<file path="config.mk">
export PLATFORM = sky130hd
export DESIGN_NAME = second_output_pair_control
export DESIGN_NICKNAME = d
export VERILOG_FILES = /design/src/logic/pair_b_pkg.sv /design/src/logic/second_output_pair_control.sv
export VERILOG_INCLUDE_DIRS = /design/src /design/src/logic
export SDC_FILE = /design/constraint.sdc
export NUM_CORES = 1
export LEC_CHECK = 0
export BUFFER_PORTS_ARGS = -buffer_cell sky130_fd_sc_hd__buf_2
export CAP_MARGIN = 20
export CELL_PAD_IN_SITES_DETAIL_PLACEMENT = 0
export CELL_PAD_IN_SITES_GLOBAL_PLACEMENT = 1
export CORE_ASPECT_RATIO = 0.9
export CORE_MARGIN = 5
export CORE_UTILIZATION = 38
export DETAILED_ROUTE_END_ITERATION = 6
export GPL_ROUTABILITY_DRIVEN = 0
export PLACE_DENSITY = 0.88
export SETUP_SLACK_MARGIN = 0.15
export SYNTH_ARGS = -nofsm -noshare
export SYNTH_HDL_FRONTEND = slang
export SYNTH_SLANG_ARGS = --single-unit
</file>
<file path="constraint.sdc">
create_clock -name aclk -period 3.9 [get_ports aclk]
set_input_delay 0.585 -clock aclk [delete_from_list [all_inputs] [get_ports aclk]]
set_output_delay 0.585 -clock aclk [all_outputs]
set_load 0.05 [all_outputs]
</file>
<file path="src/logic/pair_b_regs.svh">
// Register indices, field positions, reset values for the output pair block
`ifndef PAIR_B_REGS_SVH
`define PAIR_B_REGS_SVH

// Register indices; byte address is four times the index
`define PB_IDX_FEEDBACK     10'h04c
`define PB_IDX_LEFT_VOL     10'h06a
`define PB_IDX_RIGHT_VOL    10'h06b
`define PB_IDX_BEEP         10'h06f
`define PB_IDX_STATUS       10'h070

// Field positions
`define PB_BIT_FB_EN        2
`define PB_BIT_MUTE         14
`define PB_BIT_ZC           13
`define PB_BIT_INV_EN       10
`define PB_BIT_INV_BYPASS   9
`define PB_BIT_VU           8
`define PB_VOL_MSB          7
`define PB_VOL_LSB          2
`define PB_BIT_BEEP_EN      15
`define PB_BEEP_MSB         7
`define PB_BEEP_LSB         5
`define PB_ST_RIGHT_LSB     8
`define PB_ST_L_WAIT        16
`define PB_ST_R_WAIT        17
`define PB_ST_INVERTING     18

// Reset values
`define PB_RST_VOL          6'h39
`define PB_RST_INV_BYPASS   1'h1
`define PB_RST_BEEP_LVL     3'h0

// Bus answers
`define PB_RESP_OKAY        2'h0
`define PB_RESP_SLVERR      2'h2

`endif

</file>
<file path="src/logic/pair_b_pkg.sv">
// Types shared by the second output pair control block
`default_nettype none
package pair_b_pkg;

    typedef struct packed {
        logic        fb_en;
        logic        l_mute;
        logic        l_zc;
        logic [5:0]  l_pend;
        logic [5:0]  l_gain;
        logic        l_wait;
        logic        r_mute;
        logic        r_zc;
        logic        r_inv_en;
        logic        r_inv_byp;
        logic [5:0]  r_pend;
        logic [5:0]  r_gain;
        logic        r_wait;
        logic        beep_en;
        logic [2:0]  beep_lvl;
        logic        beep_live;
        logic        bvalid;
        logic [1:0]  bresp;
        logic        rvalid;
        logic [31:0] rdata;
        logic [1:0]  rresp;
    } state_t;

endpackage
`default_nettype wire

</file>
<file path="src/logic/second_output_pair_control.sv">
// Register bank and gain sequencing for the second stereo output pair
`include "pair_b_regs.svh"
`default_nettype none
module second_output_pair_control #(
    parameter int ADDR_W = 12
) (
    input  wire logic              aclk,
    input  wire logic              aresetn,
    input  wire logic [ADDR_W-1:0] awaddr,
    input  wire logic              awvalid,
    output logic                   awready,
    input  wire logic [31:0]       wdata,
    input  wire logic [3:0]        wstrb,
    input  wire logic              wvalid,
    output logic                   wready,
    output logic [1:0]             bresp,
    output logic                   bvalid,
    input  wire logic              bready,
    input  wire logic [ADDR_W-1:0] araddr,
    input  wire logic              arvalid,
    output logic                   arready,
    output logic [31:0]            rdata,
    output logic [1:0]             rresp,
    output logic                   rvalid,
    input  wire logic              rready,
    input  wire logic              left_zero_cross,
    input  wire logic              right_zero_cross,
    output logic [5:0]             left_b_volume_code,
    output logic [5:0]             right_b_volume_code,
    output logic                   left_b_mute,
    output logic                   right_b_mute,
    output logic                   right_invert_amp_en,
    output logic                   right_invert_amp_bypass,
    output logic                   pair_b_ground_feedback_en,
    output logic                   beep_path_en,
    output logic [2:0]             beep_level_code
);

    pair_b_pkg::state_t st;
    pair_b_pkg::state_t next_st;

    logic       wr_fire;
    logic       rd_fire;
    logic [9:0] wr_idx;
    logic [9:0] rd_idx;
    logic       wr_left;
    logic       wr_right;
    logic       vu_strobe;
    logic       inv_cfg;

    // Address and data are taken together; one write in flight at a time
    assign wr_fire = awvalid && wvalid && !st.bvalid;
    assign awready = wr_fire;
    assign wready  = wr_fire;
    assign arready = !st.rvalid;
    assign rd_fire = arvalid && !st.rvalid;
    assign wr_idx  = awaddr[11:2];
    assign rd_idx  = araddr[11:2];

    assign wr_left  = wr_fire && (wr_idx == `PB_IDX_LEFT_VOL);
    assign wr_right = wr_fire && (wr_idx == `PB_IDX_RIGHT_VOL);
    // Update bit may come from either volume register
    assign vu_strobe = (wr_left || wr_right) && wstrb[1]
                       && wdata[`PB_BIT_VU];

    always_comb begin
        next_st = st;
        inv_cfg = 1'b0;
        if (st.bvalid && bready) begin
            next_st.bvalid = 1'b0;
        end
        if (st.rvalid && rready) begin
            next_st.rvalid = 1'b0;
        end

        if (wr_fire) begin
            next_st.bvalid = 1'b1;
            next_st.bresp  = `PB_RESP_OKAY;
            case (wr_idx)
                `PB_IDX_FEEDBACK: begin
                    if (wstrb[0]) begin
                        next_st.fb_en = wdata[`PB_BIT_FB_EN];
                    end
                end
                `PB_IDX_LEFT_VOL: begin
                    if (wstrb[0]) begin
                        // Held aside until the shared update
                        next_st.l_pend = wdata[`PB_VOL_MSB:`PB_VOL_LSB];
                    end
                    if (wstrb[1]) begin
                        next_st.l_mute = wdata[`PB_BIT_MUTE];
                        next_st.l_zc   = wdata[`PB_BIT_ZC];
                    end
                end
                `PB_IDX_RIGHT_VOL: begin
                    if (wstrb[0]) begin
                        next_st.r_pend = wdata[`PB_VOL_MSB:`PB_VOL_LSB];
                    end
                    if (wstrb[1]) begin
                        next_st.r_mute    = wdata[`PB_BIT_MUTE];
                        next_st.r_zc      = wdata[`PB_BIT_ZC];
                        next_st.r_inv_en  = wdata[`PB_BIT_INV_EN];
                        next_st.r_inv_byp = wdata[`PB_BIT_INV_BYPASS];
                    end
                end
                `PB_IDX_BEEP: begin
                    if (wstrb[0]) begin
                        next_st.beep_lvl = wdata[`PB_BEEP_MSB:`PB_BEEP_LSB];
                    end
                    if (wstrb[1]) begin
                        next_st.beep_en = wdata[`PB_BIT_BEEP_EN];
                    end
                end
                `PB_IDX_STATUS: begin
                    // Read-only; a write is accepted and dropped
                end
                default: begin
                    next_st.bresp = `PB_RESP_SLVERR;
                end
            endcase
        end

        // Both channels are armed by the same strobe; the strobe itself
        // is not stored, so it always reads back as zero
        if (vu_strobe) begin
            next_st.l_wait = 1'b1;
            next_st.r_wait = 1'b1;
        end

        // Transfer happens at once unless zero-cross gating is on; clearing
        // the gate while waiting releases the held code straight away
        if (next_st.l_wait
            && (!next_st.l_zc || (!vu_strobe && left_zero_cross))) begin
            next_st.l_gain = next_st.l_pend;
            next_st.l_wait = 1'b0;
        end
        if (next_st.r_wait
            && (!next_st.r_zc || (!vu_strobe && right_zero_cross))) begin
            next_st.r_gain = next_st.r_pend;
            next_st.r_wait = 1'b0;
        end

        // Only the paired setting counts as inverting; a mismatched pair
        // leaves beep off rather than guessing
        inv_cfg = next_st.r_inv_en && !next_st.r_inv_byp;
        next_st.beep_live = next_st.beep_en && inv_cfg;

        if (rd_fire) begin
            next_st.rvalid = 1'b1;
            next_st.rresp  = `PB_RESP_OKAY;
            next_st.rdata  = 32'h0000_0000;
            case (rd_idx)
                `PB_IDX_FEEDBACK: begin
                    next_st.rdata[`PB_BIT_FB_EN] = st.fb_en;
                end
                `PB_IDX_LEFT_VOL: begin
                    next_st.rdata[`PB_BIT_MUTE] = st.l_mute;
                    next_st.rdata[`PB_BIT_ZC]   = st.l_zc;
                    next_st.rdata[`PB_VOL_MSB:`PB_VOL_LSB] = st.l_pend;
                end
                `PB_IDX_RIGHT_VOL: begin
                    next_st.rdata[`PB_BIT_MUTE]       = st.r_mute;
                    next_st.rdata[`PB_BIT_ZC]         = st.r_zc;
                    next_st.rdata[`PB_BIT_INV_EN]     = st.r_inv_en;
                    next_st.rdata[`PB_BIT_INV_BYPASS] = st.r_inv_byp;
                    next_st.rdata[`PB_VOL_MSB:`PB_VOL_LSB] = st.r_pend;
                end
                `PB_IDX_BEEP: begin
                    next_st.rdata[`PB_BIT_BEEP_EN] = st.beep_en;
                    next_st.rdata[`PB_BEEP_MSB:`PB_BEEP_LSB] = st.beep_lvl;
                end
                `PB_IDX_STATUS: begin
                    next_st.rdata[5:0] = st.l_gain;
                    next_st.rdata[`PB_ST_RIGHT_LSB +: 6] = st.r_gain;
                    next_st.rdata[`PB_ST_L_WAIT]    = st.l_wait;
                    next_st.rdata[`PB_ST_R_WAIT]    = st.r_wait;
                    next_st.rdata[`PB_ST_INVERTING] =
                        st.r_inv_en && !st.r_inv_byp;
                end
                default: begin
                    next_st.rresp = `PB_RESP_SLVERR;
                end
            endcase
        end
    end

    always_ff @(posedge aclk) begin
        if (!aresetn) begin
            st           <= '0;
            st.l_pend    <= `PB_RST_VOL;
            st.l_gain    <= `PB_RST_VOL;
            st.r_pend    <= `PB_RST_VOL;
            st.r_gain    <= `PB_RST_VOL;
            st.r_inv_byp <= `PB_RST_INV_BYPASS;
            st.beep_lvl  <= `PB_RST_BEEP_LVL;
        end else begin
            st <= next_st;
        end
    end

    assign bvalid  = st.bvalid;
    assign bresp   = st.bresp;
    assign rvalid  = st.rvalid;
    assign rdata   = st.rdata;
    assign rresp   = st.rresp;

    assign left_b_volume_code        = st.l_gain;
    assign right_b_volume_code       = st.r_gain;
    // Mute is independent of the polarity selection
    assign left_b_mute               = st.l_mute;
    assign right_b_mute              = st.r_mute;
    assign right_invert_amp_en       = st.r_inv_en;
    assign right_invert_amp_bypass   = st.r_inv_byp;
    assign pair_b_ground_feedback_en = st.fb_en;
    assign beep_path_en              = st.beep_live;
    assign beep_level_code           = st.beep_lvl;

    chk_vol_held_pending: assert property (
        @(posedge aclk) disable iff (!aresetn)
        (wr_left && !vu_strobe && !st.l_wait)
            |=> $stable(left_b_volume_code))
        else $error("left gain changed without update strobe");

    chk_vol_both_apply: assert property (
        @(posedge aclk) disable iff (!aresetn)
        (vu_strobe && !st.l_zc && !st.r_zc && !wdata[`PB_BIT_ZC])
            |=> (left_b_volume_code == st.l_pend)
                && (right_b_volume_code == st.r_pend))
        else $error("update strobe did not apply both pending codes");

    // A left-volume write that sets the gate bit along with the update tells the left channel to wait
    chk_zc_defers_gain: assert property (
        @(posedge aclk) disable iff (!aresetn)
        (wr_left && vu_strobe && wdata[`PB_BIT_ZC])
            |=> st.l_wait && $stable(left_b_volume_code))
        else $error("zero-cross gated update applied early");

    chk_zc_release: assert property (
        @(posedge aclk) disable iff (!aresetn)
        (st.l_wait && left_zero_cross && !wr_fire)
            |=> !st.l_wait && (left_b_volume_code == $past(st.l_pend)))
        else $error("zero cross did not release left gain");

    chk_right_zc_release: assert property (
        @(posedge aclk) disable iff (!aresetn)
        (st.r_wait && right_zero_cross && !wr_fire)
            |=> !st.r_wait && (right_b_volume_code == $past(st.r_pend)))
        else $error("zero cross did not release right gain");

    chk_mute_follows: assert property (
        @(posedge aclk) disable iff (!aresetn)
        (wr_right && wstrb[1])
            |=> right_b_mute == $past(wdata[`PB_BIT_MUTE]))
        else $error("right mute does not follow write");

    chk_inv_bits_write: assert property (
        @(posedge aclk) disable iff (!aresetn)
        (wr_right && wstrb[1])
            |=> (right_invert_amp_en == $past(wdata[`PB_BIT_INV_EN]))
                && (right_invert_amp_bypass
                    == $past(wdata[`PB_BIT_INV_BYPASS])))
        else $error("polarity bits do not follow write");

    chk_beep_inverting: assert property (
        @(posedge aclk) disable iff (!aresetn)
        beep_path_en |-> right_invert_amp_en && !right_invert_amp_bypass)
        else $error("beep enabled outside inverting configuration");

    chk_beep_when_paired: assert property (
        @(posedge aclk) disable iff (!aresetn)
        (st.beep_en && right_invert_amp_en && !right_invert_amp_bypass)
            |-> beep_path_en)
        else $error("beep blocked in inverting configuration");

    chk_beep_level: assert property (
        @(posedge aclk) disable iff (!aresetn)
        (wr_fire && wr_idx == `PB_IDX_BEEP && wstrb[0])
            |=> beep_level_code == $past(wdata[`PB_BEEP_MSB:`PB_BEEP_LSB]))
        else $error("beep level does not follow write");

    chk_feedback_write: assert property (
        @(posedge aclk) disable iff (!aresetn)
        (wr_fire && wr_idx == `PB_IDX_FEEDBACK && wstrb[0])
            |=> pair_b_ground_feedback_en == $past(wdata[`PB_BIT_FB_EN]))
        else $error("feedback enable does not follow write");

    chk_write_answer: assert property (
        @(posedge aclk) disable iff (!aresetn)
        wr_fire |=> bvalid)
        else $error("write not answered");

    chk_read_answer: assert property (
        @(posedge aclk) disable iff (!aresetn)
        rd_fire |=> rvalid)
        else $error("read not answered");

endmodule // second_output_pair_control
`default_nettype wire

</file>
==> impl_metrics.json, run 1 <==
{
  "layout.nets": 456,
  "cts_repair_resize_count": 0,
  "avgRoutedWirePerCell_um": 15.5,
  "layout.area.seq_um2": 1220,
  "detail_route.wirelength_mm": 7.59,
  "grt_max_degree": 62,
  "timing.final.crit_share_pct": 70.4,
  "crit_path_launch": "awaddr[9]",
  "max_freq_ghz": 0.364,
  "setup_slack_ps": 1160,
  "grt_setup_unrepaired": "false",
  "hold_buffers": 0,
  "port_buffers": 89,
  "synth-warning-count": 0,
  "layout.filler_cells": 811,
  "worst-path-max-fanout": 7,
  "hold_path.class": "flip-flop to flip-flop",
  "sequential_element_share_of_the_synthesized_area_pct": 38.2,
  "clkTransAtPathRegs_ps": 60,
  "initial_core_util_pct": 39.2,
  "finalHoldViolCount": 0,
  "layout.cells.most_common_list": "buf_2, dfxtp_1, nand2_1",
  "floorplan.core_area_um2": 8150,
  "fp-row-count": 31,
  "ir_drop_v": 0.000168,
  "synth_edf_count": 0,
  "global_route_wire_length_before_repair_mm": 12.3,
  "timing.final.setup_violations": 0,
  "clock_root_buffer": "clkbuf_8",
  "place_hpwl_mm": 5.72,
  "grt_remaining_overflow": 0,
  "required_ps": 4110,
  "tritoncts": "done",
  "first_global_vias": 2415,
  "ioPinCount": 131,
  "detailed_place.area_um2": 3380,
  "min-delay-start": "rdata[18]",
  "antenna_found_initial": 1,
  "yosys_register_bits": 61,
  "place_ws_ps": 811,
  "synth_ff_type": "dfxtp_1",
  "outcome": "completed",
  "vias": 2436,
  "cp-end-kind": "flip-flop",
  "dp_cells": 475,
  "transition_at_the_pin_with_the_smallest_max_transition_slack_ps": 930,
  "drv_cap": 0,
  "cts_setup_buffers": 0,
  "groute.usage.overall_pct": 14.9,
  "multi_input_combinational_cell_area_um2": 1550,
  "final_cell_count_no_fill": 490,
  "postLayoutCellArea_um2": 3550,
  "timing.hold.worst_path_depth": 2,
  "cts.path.max_buffers": 2,
  "fp.dieArea_um2": 10300,
  "timing.max_slew.rel_slack_pct": 38.0,
  "drive_gt1_share_pct": 32.0,
  "postSynthCellCount": 336,
  "postSynth.asyncResetShare_pct": 0,
  "clock_latency_ps": 330,
  "worstPathArrival_ps": 2960,
  "vert_die_dim_um": 97.0,
  "clock_tree.htree_level_count": 3,
  "timing.reg2reg.worst_path_depth": 5,
  "dr.first_iter.drc_count": 148,
  "critical_path_class": "input pin to flip-flop",
  "remaining_drc_errors": 0,
  "layout.cells.most_common": "buf_2",
  "cts_made_buffers": 9,
  "post_synth.cell_area_avg_um2": 9.51,
  "die-width_um": 107,
  "timing.final.crit_period_ps": 2740,
  "power.density_nw_per_um2": 362,
  "r2r-start": "bvalid",
  "dr.pass1.iters": 6,
  "post-layout-total-power_mw": 1.29,
  "vias_per_cell": 4.97,
  "final_number_of_max_transition_violations": 0,
  "yosysUniqueCellTypes": 48,
  "fin_setup_tns_ps": 0,
  "worst_clock_skew_ps": 10.5,
  "antenna-diode-count": 0,
  "fin_worst_hold_slack_ps": 464,
  "numClockSinks": 61,
  "detail-route-antenna-nets": 0,
  "setup.worst_path.start_class": "input pin",
  "layout-area-overhead-vs-synth_pct": 11.2,
  "netlist_area_um2": 3200,
  "leakagePower_nw": 1.54,
  "utilization_pct": 43.6
}
==> power by group <==
| part | switching (mW) | leakage, nW | internal (mW) |
|---|---|---|---|
| Clock | 0.239 | 0.0949 | 0.259 |
| Combinational | 0.113 | 0.955 | 0.0422 |
| Sequential | 0.00342 | 0.494 | 0.629 |
==> flip-flops by register name, summed over array words and instances (netlist names) <==
name / count
beep_level_code: 3
beep_path_en: 1
bresp: 1
bvalid: 1
left_b_mute: 1
left_b_volume_code: 6
pair_b_ground_feedback_en: 1
rdata: 19
right_b_mute: 1
right_b_volume_code: 6
right_invert_amp_bypass: 1
right_invert_amp_en: 1
rresp: 1
rvalid: 1
st: 17
==> critical path, stage by stage <==
cell,delay [ps]
buf_2,100
or4b_4,620
nor4_4,560
mux2i_1,280
o22a_1,470
mux2_4,340
==> routing by layer <==
layer	GRT usage (%)	part of all wire, %	vias up
met1	19.1	45	1129
met5	0	0.092	-
met4	2.95	0.65	2
met2	23.6	46	90
li1	-	-	1205
met3	6.13	8.1	10
==> cells by family (layout without fill, tap and decap cells) <==
| family | Yosys count | count (layout) | synth area share, % |
|---|---|---|---|
| flip-flops | 61 | 61 | 38.2 |
| buffers and inverters | 70 | 111 | 15.1 |
| AO/OA/AOI/OAI | 44 | 44 | 10.1 |
| AND/OR/NAND/NOR | 124 | 124 | 24.1 |
| multiplexers | 36 | 36 | 12.4 |
| other | 1 | 15 | 0.117 |
==> area by class of cell <==
cell class / count / area share, %
Multi-Input combinational cell: 219 / 43.5
Sequential cell: 61 / 34.4
Timing Repair Buffer: 93 / 13.4
Clock buffer: 11 / 4.26
Tap cell: 99 / 3.49
Clock inverter: 4 / 0.669
Inverter: 3 / 0.317
==> synth_stat cells, types with 2 or more instances <==
| cell | count | area share (%) |
|---|---|---|
| and2_1 | 10 | 2.0 |
| inv_1 | 3 | 0.35 |
| mux2i_1 | 24 | 7.5 |
| o21ai_0 | 10 | 1.6 |
| o211a_1 | 3 | 0.94 |
| nand2_1 | 35 | 4.1 |
| or2b_1 | 4 | 0.94 |
| nand4b_1 | 2 | 0.55 |
| nor4_4 | 3 | 2.0 |
| o22a_1 | 2 | 0.55 |
| a221oi_1 | 3 | 0.82 |
| a21boi_0 | 13 | 3.1 |
| a21oi_1 | 3 | 0.47 |
| clkbuf_1 | 10 | 1.2 |
| nand2b_1 | 5 | 0.98 |
| or3b_2 | 2 | 0.55 |
| nand3b_1 | 3 | 0.70 |
| dfxtp_1 | 61 | 38 |
| nor4bb_1 | 3 | 0.94 |
| buf_4 | 52 | 12 |
| buf_6 | 3 | 1.1 |
| nor2_1 | 11 | 1.3 |
| a222oi_1 | 4 | 1.3 |
| nor3b_1 | 5 | 1.2 |
| mux2_1 | 6 | 2.1 |
| nor4_1 | 3 | 0.59 |
| mux2_4 | 6 | 2.8 |
| nor2b_1 | 15 | 2.9 |
| nand3_1 | 13 | 2.0 |
==> final timing paths <==
check | endpoint | slack, ps
worst max-delay path | right_b_volume_code[0] | 1160
worst min-delay path | rdata[18] | 460
worst max register to register | right_b_volume_code[0] | 1350
worst min register to register | rdata[18] | 460
No activity file was read; power rests on OpenSTA's default activity.
==> run 2, diff against run 1 <==
--- a/config.mk
+++ b/config.mk
@@ -6,16 +6,17 @@
 export SDC_FILE = /design/constraint.sdc
 export NUM_CORES = 1
 export LEC_CHECK = 0
+export ABC_AREA = 1
 export BUFFER_PORTS_ARGS = -buffer_cell sky130_fd_sc_hd__buf_2
 export CAP_MARGIN = 20
 export CELL_PAD_IN_SITES_DETAIL_PLACEMENT = 0
 export CELL_PAD_IN_SITES_GLOBAL_PLACEMENT = 1
 export CORE_ASPECT_RATIO = 0.9
 export CORE_MARGIN = 5
-export CORE_UTILIZATION = 38
+export CORE_UTILIZATION = 30
 export DETAILED_ROUTE_END_ITERATION = 6
 export GPL_ROUTABILITY_DRIVEN = 0
-export PLACE_DENSITY = 0.88
+export PLACE_DENSITY = 0.78
 export SETUP_SLACK_MARGIN = 0.15
 export SYNTH_ARGS = -nofsm -noshare
 export SYNTH_HDL_FRONTEND = slang
==> constraint.sdc (replaced) <==
create_clock -name aclk -period 2.5 [get_ports aclk]
set_input_delay 0.375 -clock aclk [delete_from_list [all_inputs] [get_ports aclk]]
set_output_delay 0.375 -clock aclk [all_outputs]
set_load 0.05 [all_outputs]
==> run 2 against run 1 <==
Effect of this change:
- first-iteration DRC count increased by 32%
- utilization decreased by 8.0 points
- worst hold slack got worse by 140 ps
- combinational power rose by 89%
==> impl_metrics.json, run 2 <==
{
  "outcome": "completed",
  "layout.cells.most_common_list": "nand2_1, buf_2, dfxtp_1",
  "switching_share_pct": 26.8,
  "drv_cap": 0,
  "comb_power_share_pct": 12.1,
  "avgRoutedWirePerCell_um": 13.6,
  "largest_reg_flops": 19,
  "share_clk_of_total_power_pct": 46.8,
  "critical_path_class": "flip-flop to flip-flop",
  "detail-route-antenna-nets": 0,
  "setup.worst_path.start_class": "flip-flop",
  "die-width_um": 120,
  "worst-path-max-fanout": 7,
  "remaining_drc_errors": 0,
  "initial_core_util_pct": 30.5,
  "clock_tree.htree_level_count": 3,
  "yosysTopAreaCellShare_pct": 37.1,
  "leakagePower_nw": 1.78,
  "vias": 2910,
  "globalRouteMet3Util_pct": 5.35,
  "clock_latency_ps": 320,
  "netlist_top_cells_area": "dfxtp_1, buf_4, nand2_1",
  "layout.nets": 576,
  "fin_setup_tns_ps": 0,
  "synthMostInstantiatedCell": "nand2_1",
  "place_hpwl_mm": 7.12,
  "synth_edf_count": 0,
  "yosysUniqueCellTypes": 33,
  "hold_path.class": "input pin to flip-flop",
  "cts_made_buffers": 9,
  "fp.dieArea_um2": 13200,
  "synth_common_cells": "nand2_1, dfxtp_1, buf_4",
  "timing.final.crit_period_ps": 1670,
  "postSynth.asyncResetShare_pct": 0,
  "groute.layer.met2.usage_pct": 21.6,
  "synth-warning-count": 0,
  "groute.usage.overall_pct": 13.6,
  "grt_remaining_overflow": 0,
  "drive_gt1_share_pct": 30.7,
  "vias_per_cell": 4.51,
  "worst_clock_skew_ps": 9.53,
  "global_route_wire_length_before_repair_mm": 14.0,
  "floorplan.core_area_um2": 10800,
  "grt_max_degree": 29,
  "final_number_of_max_transition_violations": 0,
  "seqPwrFrac_pct": 41.1,
  "port_buffers": 89,
  "cts_setup_buffers": 0,
  "synth_ff_type": "dfxtp_1",
  "grt_most_used_layer": "met2",
  "ir_drop_v": 0.000238,
  "post_synth.cell_area_avg_um2": 7.31,
  "postSynthCellCount": 450,
  "required_ps": 2720,
  "synth_top_cell_by_area": "dfxtp_1",
  "first_global_vias": 2771,
  "cts_repair_resize_count": 0,
  "layout.cells.most_common": "nand2_1",
  "sequential_element_share_of_the_synthesized_area_pct": 37.1,
  "numClockSinks": 61,
  "grt_use_met1_pct": 17.6,
  "worstPathArrival_ps": 1890,
  "switchingPower_mw": 0.650,
  "layout-area-overhead-vs-synth_pct": 16.5,
  "vert_die_dim_um": 109,
  "detail_route.wirelength_mm": 8.77,
  "cts.path.max_buffers": 2,
  "ioPinCount": 131,
  "antenna-diode-count": 0,
  "clkTransAtPathRegs_ps": 50,
  "p_int_mw": 1.78,
  "timing.final.setup_violations": 0,
  "clock_root_buffer": "clkbuf_16",
  "fin_worst_hold_slack_ps": 324,
  "tritoncts": "done",
  "timing.final.crit_share_pct": 66.6,
  "timing.max_slew.rel_slack_pct": 53.4,
  "finalHoldViolCount": 0,
  "hold_buffers": 0,
  "power.density_nw_per_um2": 633,
  "grt_setup_unrepaired": "false",
  "fp-row-count": 36,
  "timing.hold.worst_path_depth": 3,
  "cp-end-kind": "flip-flop",
  "antenna_found_initial": 0,
  "dr.pass1.iters": 4,
  "dr.first_iter.drc_count": 196,
  "max_freq_ghz": 0.600,
  "timing.reg2reg.worst_path_depth": 12,
  "transition_at_the_pin_with_the_smallest_max_transition_slack_ps": 699,
  "yosys_register_bits": 61,
  "netlist_area_um2": 3290
}
## run 2: metrics by stage
stage / instance area (µm²) / util (%) / power, mW / worst slack (ps) / instances
3_3_place_gp: 3550 / 33.0 / 1.31 / 640 / 629
2_1_floorplan: 3340 / - / 1.26 / 560 / 464
3_5_place_dp: 3550 / 33.0 / 1.31 / 646 / 629
5_1_grt: 3830 / 35.6 / 2.54 / 686 / 645
6_report: 3830 / 35.6 / 2.43 / 835 / 645
4_1_cts: 3830 / 35.6 / 2.45 / 825 / 645
## run 2: cells by family (layout without fill, tap and decap cells)
| kind of cell | count (synthesis) | in the layout | synth area share (%) |
|---|---|---|---|
| buffers and inverters | 115 | 163 | 19.4 |
| AND/OR/NAND/NOR | 194 | 194 | 29.5 |
| other | 1 | 15 | 0.114 |
| flip-flops | 61 | 61 | 37.1 |
| AO/OA/AOI/OAI | 79 | 79 | 13.9 |
## run 2: routing by layer
metal / vias to the layer above / part of all wire, %
met5: - / 0
met4: 0 / 0.63
met3: 6 / 9.4
met2: 107 / 44
met1: 1282 / 46
li1: 1515 / -
## run 2: layout make-up
class | count | area [µm²]
repair buffers | 94 | 483
well taps | 133 | 166
flip-flops and latches | 61 | 1220
clock inverters | 4 | 22.5
fillers | 1160 | 6930
inverters | 53 | 199
multi-input cells | 288 | 1480
clock buffers | 12 | 256
## run 2: final timing paths
kind,from,slack [ps],end
hold / removal,wdata[15],320,st[42]
hold reg to reg,rdata[6],460,rdata[6]
setup reg to reg,bvalid,830,left_b_volume_code[5]
setup / recovery,bvalid,830,left_b_volume_code[5]
## run 2: power groups by stage
stage          clock [mW]  sequential, mW  combinational (mW)
2_1_floorplan           0            1.02               0.239
3_3_place_gp            0            1.02               0.291
3_5_place_dp            0            1.02               0.294
4_1_cts              1.16           0.998               0.295
5_1_grt              1.22           0.999               0.318
6_report             1.14           0.998               0.293
## run 2: worst max-delay path, cell delays in order, from the launching register on
cell and delay (ps):
dfxtp_1 320, inv_2 60, nand3_2 80, nor2_2 190, nand3_2 180, nand2_2 130, nand2_4 90, nand2_2 80
nand2_2 70, nand2_4 130, nand2_4 90, nand2_1 90, nand2_1 50
